## config.mk

```make
export PLATFORM = sky130hd
export DESIGN_NAME = sap_sequencer
export DESIGN_NICKNAME = d
export VERILOG_FILES = /design/src/pkg/sap_pkg.sv /design/src/rtl/sap_sequencer.sv /design/src/rtl/sap_fifo.sv
export SDC_FILE = /design/constraint.sdc
export NUM_CORES = 1
export LEC_CHECK = 0
export ABC_AREA = 1
export BUFFER_PORTS_ARGS = -buffer_cell sky130_fd_sc_hd__clkbuf_2
export CAP_MARGIN = 20
export CORE_ASPECT_RATIO = 1.75
export CORE_MARGIN = 2
export CORE_UTILIZATION = 60
export CTS_CLUSTER_DIAMETER = 50
export DETAILED_ROUTE_END_ITERATION = 10
export PLACE_DENSITY_LB_ADDON = 0.3
export SLEW_MARGIN = 10
export SYNTH_ARGS = -nofsm -noshare
export SYNTH_HDL_FRONTEND = slang
export SYNTH_SLANG_ARGS = --single-unit
```

## constraint.sdc

```tcl
create_clock -name REF_CLK -period 3.14 [get_ports REF_CLK]
set_clock_uncertainty 0.2 [all_clocks]
set_input_delay 0.314 -clock REF_CLK [delete_from_list [all_inputs] [get_ports REF_CLK]]
set_output_delay 0.314 -clock REF_CLK [all_outputs]
set_load 0.01 [all_outputs]
```

## src/pkg/sap_pkg.sv

```systemverilog
package sap_pkg;

  // timing at the reference clock
  localparam int REF_CLK_PERIOD_NS = 10;
  localparam int COMP_SETTLE_NS    = 20;
  localparam int COMP_SETTLE_CYC   =
    (COMP_SETTLE_NS + REF_CLK_PERIOD_NS - 1) / REF_CLK_PERIOD_NS;
  localparam int LINK_CLK_MAX_KHZ  = 1000;

  // result and configuration layout
  localparam int RESULT_BITS   = 12;
  localparam int FIFO_DEPTH    = 4;
  localparam int CFG_BITS      = 4;
  localparam logic [2:0] CFG_SGL_IDX   = 3'h0;
  localparam logic [2:0] CFG_ODD_IDX   = 3'h1;
  localparam logic [2:0] CFG_MSB_FIRST_OPTION_IDX  = 3'h2;
  localparam logic [2:0] CFG_SHDN_IDX  = 3'h3;
  localparam logic [2:0] CFG_DONE_IDX  = 3'h4;
  localparam logic [3:0] MSB_IDX       = 4'hB;
  localparam logic [1:0] SETTLE_LOAD   = 2'(COMP_SETTLE_CYC);

  // converter sequence states
  typedef enum logic [4:0] {
    ST_WAIT_START = 5'h01,
    ST_CONFIG     = 5'h02,
    ST_CONVERT    = 5'h04,
    ST_LSB_OUT    = 5'h08,
    ST_DONE       = 5'h10
  } sap_state_type;

  // switches of the analog front end
  typedef struct packed {
    logic sample;        // capacitor tracks the plus input
    logic hold;          // plus input held
    logic cap_on_neg;    // capacitor switched to the minus input
    logic neg_to_gnd;    // minus side grounded internally
    logic pos_is_input_b; // plus side is analog_input_b
  } sap_analog_type;

  localparam sap_analog_type ANALOG_RESET = '0;

endpackage

```

## src/rtl/sap_sequencer.sv

```systemverilog
`timescale 1ns/1ns
// serial port and conversion sequencer of the converter
module sap_sequencer import sap_pkg::*; #(
  parameter int BITS  = RESULT_BITS,
  parameter int DEPTH = FIFO_DEPTH
) (
  input  wire logic           REF_CLK,
  input  wire logic           RESETN,
  input  wire logic           CLK_EN,
  input  wire logic           CS_N,
  input  wire logic           SCLK,
  input  wire logic           DIN_I,
  output logic                DOUT_O,
  output logic                DOUT_OE_N,
  input  wire logic           COMP_I,
  output sap_analog_type      ANALOG,
  output logic [BITS-1:0]     TRIAL_CODE,
  output logic                BUSY,
  output logic                POWER_DOWN,
  output logic                OVERRUN,
  output logic                RES_VALID,
  output logic [BITS-1:0]     RES_DATA,
  input  wire logic           RES_READY
);

  // one-hot trial bit for the successive approximation
  function automatic logic [BITS-1:0] bit_mask(input logic [3:0] idx);
    bit_mask = BITS'(1) << idx;
  endfunction

  sap_state_type     state_q;
  sap_state_type     state_d;
  sap_analog_type    analog_q;
  sap_analog_type    analog_d;
  logic              sclk_prev_q;
  logic [2:0]        cfg_cnt_q;
  logic [2:0]        cfg_cnt_d;
  logic              sgl_q;
  logic              sgl_d;
  logic              odd_q;
  logic              odd_d;
  logic              msb_first_option_q;
  logic              msb_first_option_d;
  logic              shdn_q;
  logic              shdn_d;
  logic [3:0]        idx_q;
  logic [3:0]        idx_d;
  logic [1:0]        settle_q;
  logic [1:0]        settle_d;
  logic [BITS-1:0]   word_q;
  logic [BITS-1:0]   word_d;
  logic [BITS-1:0]   trial_q;
  logic [BITS-1:0]   trial_d;
  logic              dout_q;
  logic              dout_d;
  logic              oe_n_q;
  logic              oe_n_d;
  logic              busy_q;
  logic              busy_d;
  logic              pdown_q;
  logic              pdown_d;
  logic              ovr_q;
  logic              ovr_d;
  logic              push;
  logic              fifo_in_ready;
  logic              sclk_rise;
  logic              sclk_fall;

  // the converter clock is synchronous, so one flop finds its edges
  assign sclk_rise = SCLK & ~sclk_prev_q;
  assign sclk_fall = ~SCLK & sclk_prev_q;

  // next-state logic of the whole serial sequence
  always_comb begin
    state_d   = state_q;
    analog_d  = analog_q;
    cfg_cnt_d = cfg_cnt_q;
    sgl_d     = sgl_q;
    odd_d     = odd_q;
    msb_first_option_d    = msb_first_option_q;
    shdn_d    = shdn_q;
    idx_d     = idx_q;
    settle_d  = settle_q;
    word_d    = word_q;
    dout_d    = dout_q;
    oe_n_d    = oe_n_q;
    busy_d    = busy_q;
    pdown_d   = pdown_q;
    ovr_d     = ovr_q;
    push      = 1'b0;
    if (CS_N) begin
      // deselected: abandon the frame and free the shared line
      state_d  = ST_WAIT_START;
      analog_d = ANALOG_RESET;
      oe_n_d   = 1'b1;
      dout_d   = 1'b0;
      busy_d   = 1'b0;
      settle_d = 2'h0;
    end else begin
      unique case (state_q)
        ST_WAIT_START: begin
          // a high data bit on a rising edge is the start bit
          if (sclk_rise && DIN_I) begin
            state_d   = ST_CONFIG;
            cfg_cnt_d = CFG_SGL_IDX;
            pdown_d   = 1'b0;
            word_d    = '0;
          end
        end
        ST_CONFIG: begin
          // host owns the shared wire here, so no drive yet
          oe_n_d = 1'b1;
          if (sclk_rise && cfg_cnt_q != CFG_DONE_IDX) begin
            cfg_cnt_d = cfg_cnt_q + 3'h1;
            unique case (cfg_cnt_q)
              CFG_SGL_IDX: begin
                sgl_d = DIN_I;
              end
              CFG_ODD_IDX: begin
                // bit ahead of msb-first option opens sampling
                odd_d                   = DIN_I;
                analog_d.sample         = 1'b1;
                analog_d.pos_is_input_b = DIN_I;
                analog_d.neg_to_gnd     = sgl_q;
              end
              CFG_MSB_FIRST_OPTION_IDX: begin
                msb_first_option_d = DIN_I;
              end
              default: begin
                shdn_d = DIN_I;
              end
            endcase
          end else if (sclk_fall && cfg_cnt_q == CFG_DONE_IDX) begin
            // falling edge of the shutdown-option bit ends sampling
            analog_d.sample = 1'b0;
            if (shdn_q) begin
              analog_d.hold       = 1'b1;
              analog_d.cap_on_neg = 1'b1;
              state_d  = ST_CONVERT;
              idx_d    = MSB_IDX;
              settle_d = SETTLE_LOAD;
              busy_d   = 1'b1;
              oe_n_d   = 1'b0;
              dout_d   = 1'b0;
            end else begin
              pdown_d = 1'b1;
              state_d = ST_DONE;
            end
          end
        end
        ST_CONVERT: begin
          // let the comparator settle on the trial code, then decide
          if (settle_q != 2'h0) begin
            settle_d = settle_q - 2'h1;
            if (settle_q == 2'h1) begin
              word_d[idx_q] = COMP_I;
              if (msb_first_option_q) begin
                dout_d = COMP_I;
              end
            end
          end
          // one bit per converter clock, twelve in all
          if (sclk_fall && settle_q == 2'h0) begin
            if (idx_q == 4'h0) begin
              analog_d.hold       = 1'b0;
              analog_d.cap_on_neg = 1'b0;
              busy_d              = 1'b0;
              push                = 1'b1;
              ovr_d               = ovr_q | ~fifo_in_ready;
              if (msb_first_option_q) begin
                state_d = ST_DONE;
              end else begin
                state_d = ST_LSB_OUT;
                dout_d  = word_q[0];
                idx_d   = 4'h1;
              end
            end else begin
              idx_d    = idx_q - 4'h1;
              settle_d = SETTLE_LOAD;
            end
          end
        end
        ST_LSB_OUT: begin
          // without the option the word leaves lsb first afterwards
          if (sclk_fall) begin
            if (idx_q == MSB_IDX + 4'h1) begin
              state_d = ST_DONE;
              dout_d  = 1'b0;
            end else begin
              dout_d = word_q[idx_q];
              idx_d  = idx_q + 4'h1;
            end
          end
        end
        ST_DONE: begin
          dout_d = dout_q;
        end
      endcase
    end
    // the dac shows decided bits plus the bit under test
    trial_d = word_d | ((settle_d != 2'h0) ? bit_mask(idx_d) : '0);
  end

  // state registers, frozen while the clock enable is low
  always_ff @(posedge REF_CLK or negedge RESETN) begin
    if (!RESETN) begin
      state_q     <= ST_WAIT_START;
      analog_q    <= ANALOG_RESET;
      sclk_prev_q <= 1'b0;
      cfg_cnt_q   <= 3'h0;
      sgl_q       <= 1'b0;
      odd_q       <= 1'b0;
      msb_first_option_q      <= 1'b0;
      shdn_q      <= 1'b0;
      idx_q       <= 4'h0;
      settle_q    <= 2'h0;
      word_q      <= '0;
      trial_q     <= '0;
      dout_q      <= 1'b0;
      oe_n_q      <= 1'b1;
      busy_q      <= 1'b0;
      pdown_q     <= 1'b0;
      ovr_q       <= 1'b0;
    end else if (CLK_EN) begin
      state_q     <= state_d;
      analog_q    <= analog_d;
      sclk_prev_q <= SCLK;
      cfg_cnt_q   <= cfg_cnt_d;
      sgl_q       <= sgl_d;
      odd_q       <= odd_d;
      msb_first_option_q      <= msb_first_option_d;
      shdn_q      <= shdn_d;
      idx_q       <= idx_d;
      settle_q    <= settle_d;
      word_q      <= word_d;
      trial_q     <= trial_d;
      dout_q      <= dout_d;
      oe_n_q      <= oe_n_d;
      busy_q      <= busy_d;
      pdown_q     <= pdown_d;
      ovr_q       <= ovr_d;
    end
  end

  // finished words queue for the on-chip reader; full drops and flags
  sap_fifo #(
    .WIDTH (BITS),
    .DEPTH (DEPTH)
  ) u_fifo (
    .clk       (REF_CLK),
    .resetn    (RESETN),
    .ce        (CLK_EN),
    .in_valid  (push),
    .in_ready  (fifo_in_ready),
    .in_data   (word_q),
    .out_valid (RES_VALID),
    .out_ready (RES_READY),
    .out_data  (RES_DATA)
  );

  assign DOUT_O     = dout_q;
  assign DOUT_OE_N  = oe_n_q;
  assign ANALOG     = analog_q;
  assign TRIAL_CODE = trial_q;
  assign BUSY       = busy_q;
  assign POWER_DOWN = pdown_q;
  assign OVERRUN    = ovr_q;

endmodule

```

## src/rtl/sap_fifo.sv

```systemverilog
`timescale 1ns/1ns
// shift-style queue so the head word sits in a flip-flop
module sap_fifo import sap_pkg::*; #(
  parameter int WIDTH = RESULT_BITS,
  parameter int DEPTH = FIFO_DEPTH
) (
  input  wire logic             clk,
  input  wire logic             resetn,
  input  wire logic             ce,
  input  wire logic             in_valid,
  output logic                  in_ready,
  input  wire logic [WIDTH-1:0] in_data,
  output logic                  out_valid,
  input  wire logic             out_ready,
  output logic [WIDTH-1:0]      out_data
);

  logic [WIDTH-1:0] mem_q [DEPTH];
  logic [WIDTH-1:0] mem_d [DEPTH];
  logic [DEPTH-1:0] vld_q;
  logic [DEPTH-1:0] vld_d;

  // honest full: no push into the last slot even while popping
  assign in_ready  = ~vld_q[DEPTH-1];
  assign out_valid = vld_q[0];
  assign out_data  = mem_q[0];

  // pop shifts down, push fills the lowest free slot
  always_comb begin
    logic pop;
    logic push;
    logic done;
    pop  = vld_q[0] & out_ready;
    push = in_valid & ~vld_q[DEPTH-1];
    done = 1'b0;
    for (int i = 0; i < DEPTH; i++) begin
      if (pop && i < DEPTH - 1) begin
        mem_d[i] = mem_q[i+1];
        vld_d[i] = vld_q[i+1];
      end else if (pop) begin
        mem_d[i] = mem_q[i];
        vld_d[i] = 1'b0;
      end else begin
        mem_d[i] = mem_q[i];
        vld_d[i] = vld_q[i];
      end
    end
    for (int i = 0; i < DEPTH; i++) begin
      if (push && !done && !vld_d[i]) begin
        mem_d[i] = in_data;
        vld_d[i] = 1'b1;
        done     = 1'b1;
      end
    end
  end

  always_ff @(posedge clk or negedge resetn) begin
    if (!resetn) begin
      vld_q <= '0;
      for (int i = 0; i < DEPTH; i++) begin
        mem_q[i] <= '0;
      end
    end else if (ce) begin
      vld_q <= vld_d;
      for (int i = 0; i < DEPTH; i++) begin
        mem_q[i] <= mem_d[i];
      end
    end
  end

endmodule

```

==> results.yml <==
placed_design:
  dp_hpwl_mm: 12.1
  placed_cell_area_mm2: 0.00611
  place_congestion: 0.993
  io_buffers: 42
  pre_cts_slack_ns: 0.530
floorplan:
  start_util_pct: 61.5
  die_y_um: 134
  die_w_um: 78.5
  core_area_mm2: 0.00947
  dieArea_mm2: 0.0105
  design.portCount: 43
  rows: 47
sta:
  holdWs_ns: 0.0529
  timing.final.ws_setup_ns: 0.436
  rsz0062_at_grt: "false"
  post-route-min-period_ns: 2.70
  fmax_mhz: 370
  hold_viol_final: 0
  setup_violations: 0
  slew_headroom_pct: 49.5
  max_slew.worst_pin.slew_ns: 0.757
  drv_slew: 0
  post-route-period-util_pct: 86.1
  fin_tns_setup_ns: 0
synth:
  synth_edf_count: 0
  yosysSeqAreaShare_pct: 43.9
  synth_top_family_by_area: "simple AND/OR/NAND/NOR gates"
  synth_compound_area_share_pct: 19.8
  yosys.area_share.simple_pct: 24.9
  ys_seq_elements: 102
  synth_nets: 800
  synthMuxAreaShare_pct: 0.172
  synthAdderAreaFrac_pct: 1.93
  synth_area_mm2: 0.00583
  synth_flop_cell: "dfrtp_1"
  async_flop_share_pct: 100
  yosysUniqueCellTypes: 44
  syn_avg_cell_area_um2: 7.44
  yosysWarnings: 0
  syn_inst: 783
  synth_xor_area_share_pct: 0.301
critical_path:
  cp_max_fo: 25
  r2r_start: "idx_q[1]$_DFFE_PN0P_"
  cp-startpoint: "idx_q[1]$_DFFE_PN0P_"
  critPathArrivalTime_ns: 2.77
  worst-r2r-cell-count: 13
  crit_type: "register to register"
  startpoint_type: "register"
  required_ns: 3.20
  worst_setup_path_end_kind: "register"
clock_network:
  cts_tree: "built"
  numCtsBuffers: 9
  clk_pin_slew_ns: 0.07
  cts_sinks: 102
  clock_path_buffers: 2
  clk_latency_ns: 0.35
  htreeDepth: 3
  cts_root_buffer: "clkbuf_16"
worst_hold_path:
  holdPathStages: 3
  min-delay-start: "SCLK"
  hp-class: "input pin to register"
route:
  wl_per_cell_um: 17.0
  first_pass_iters: 7
  drc: 0
  drt_iter0_drc: 391
  viasPerCell: 5.85
  drt_wl_total_mm: 16.0
  drtAntennaViolNets: 0
  dr_total_vias: 5501
cells_and_area:
  stdcell_area_mm2: 0.00644
  diodes: 0
  final_common_cell: "nand2_1"
  layout_common_cells: "177 x nand2_1, 100 x dfrtp_1, 96 x nor2_1, 74 x o21ai_0, 62 x inv_1"
  syn_to_final_growth_pct: 10.6
  multi_input_area_mm2: 0.00275
  nets: 831
  drive_gt1_share_pct: 13.9
  fill_cells: 853
  seqCellArea_mm2: 0.00255
power_and_ir_drop:
  p_per_area_mw_per_mm2: 822
  total_power_mw: 5.30
  ir_drop_v: 0.000469
  power.leakage_nw: 3.09
global_route:
  grt_pass1_wl_mm: 26.7
  grt_pass1_vias: 5508
  grt_max_degree: 57
  overflow: 0
  antenna_found_initial: 0
  grt_util_all_layers_pct: 32.5
run_status:
  status: "finished, final reports clean"
run:
  maxCapViolCount: 0
==> cell families after synthesis <==
| kind of cell | count (synthesis) |
|---|---|
| flops | 102 |
| xor+xnor | 2 |
| fa+ha+maj | 9 |
| mux | 1 |
| compound gates | 204 |
| buf+inv | 117 |
| simple gates | 348 |
==> per-stage QoR <==
stage	util, %	cells
floorplan	-	783
global route	68.0	941
global placement	64.5	924
CTS	68.0	941
finish	68.0	941
detailed placement	64.5	924
==> critical path: stages (launching register included) <==
cell and delay, ns:
dfrtp_1 0.40, clkinv_1 0.07, ha_1 0.20, inv_1 0.11, nor2_2 0.15, nand2_2 0.12, nor3_4 0.28, nand2_2 0.12
nor2_4 0.14, nand2_4 0.16, a21oi_4 0.16, buf_4 0.29, nand2_1 0.11, o21ai_1 0.10
==> layer usage <==
metal / wire [µm] / GRT usage [%] / vias up
li1: - / - / 2651
met1: 5740 / 34.3 / 2599
met2: 8750 / 60.3 / 191
met3: 646 / 4.31 / 60
met4: 890 / 19.3 / 0
met5: 0 / 0 / -
==> cell usage after synthesis, drive strengths merged, types with 4 or more instances <==
master,number,share of area (%)
ha,9,1.9
o311ai,7,1.1
dfrtp,100,43
clkbuf,17,1.1
nand3,50,4.4
o22ai,4,0.43
nor3,9,0.97
nor2,101,6.9
inv,71,4.6
a21oi,62,5.8
a31oi,17,1.8
buf,26,3.1
nand2,183,12
o21ai,105,9.5
==> flip-flops by register name, indices dropped and copies added (netlist names), 2 cells and up <==
signal	flops
idx_q	4
cfg_cnt_q	3
TRIAL_CODE	12
u_fifo.out_data	12
ANALOG	3
state_q	5
u_fifo.mem_q	36
word_q	12
settle_q	2
u_fifo.vld_q	4
==> layout make-up <==
type / instances / area share [%]
Clock buffer: 10 / 3.55
Clock inverter: 6 / 1.44
Inverter: 74 / 4.33
Multi-Input combinational cell: 564 / 42.7
Sequential cell: 102 / 39.7
Tap cell: 122 / 2.37
Timing Repair Buffer: 63 / 5.98
==> timing repair <==
action                                 in CTS  in global routing
setup buffers                               0                  0
hold buffers                                1                  0
resized for setup                           0                  0
endpoints found under the hold margin      53                  0
==> power breakdown <==
group / internal, mW / switching (mW)
combinational: 0.684 / 1.38
sequential: 1.71 / 0.303
clock: 0.707 / 0.512
==> worst paths after layout <==
path | to | slack [ns]
min | sclk_prev_q$_DFFE_PN0P_ | 0.05
min reg2reg | POWER_DOWN$_DFFE_PN0P_ | 0.29
max in group asynchronous | TRIAL_CODE[5]$_DFFE_PN0P_ | 1.66
max reg2reg | u_fifo.mem_q[12]$_DFFE_PN0P_ | 0.44
min in group asynchronous | u_fifo.out_data[1]$_DFFE_PN0P_ | 0.38
max | u_fifo.mem_q[12]$_DFFE_PN0P_ | 0.44
No activity file was read; power rests on OpenSTA's default activity.
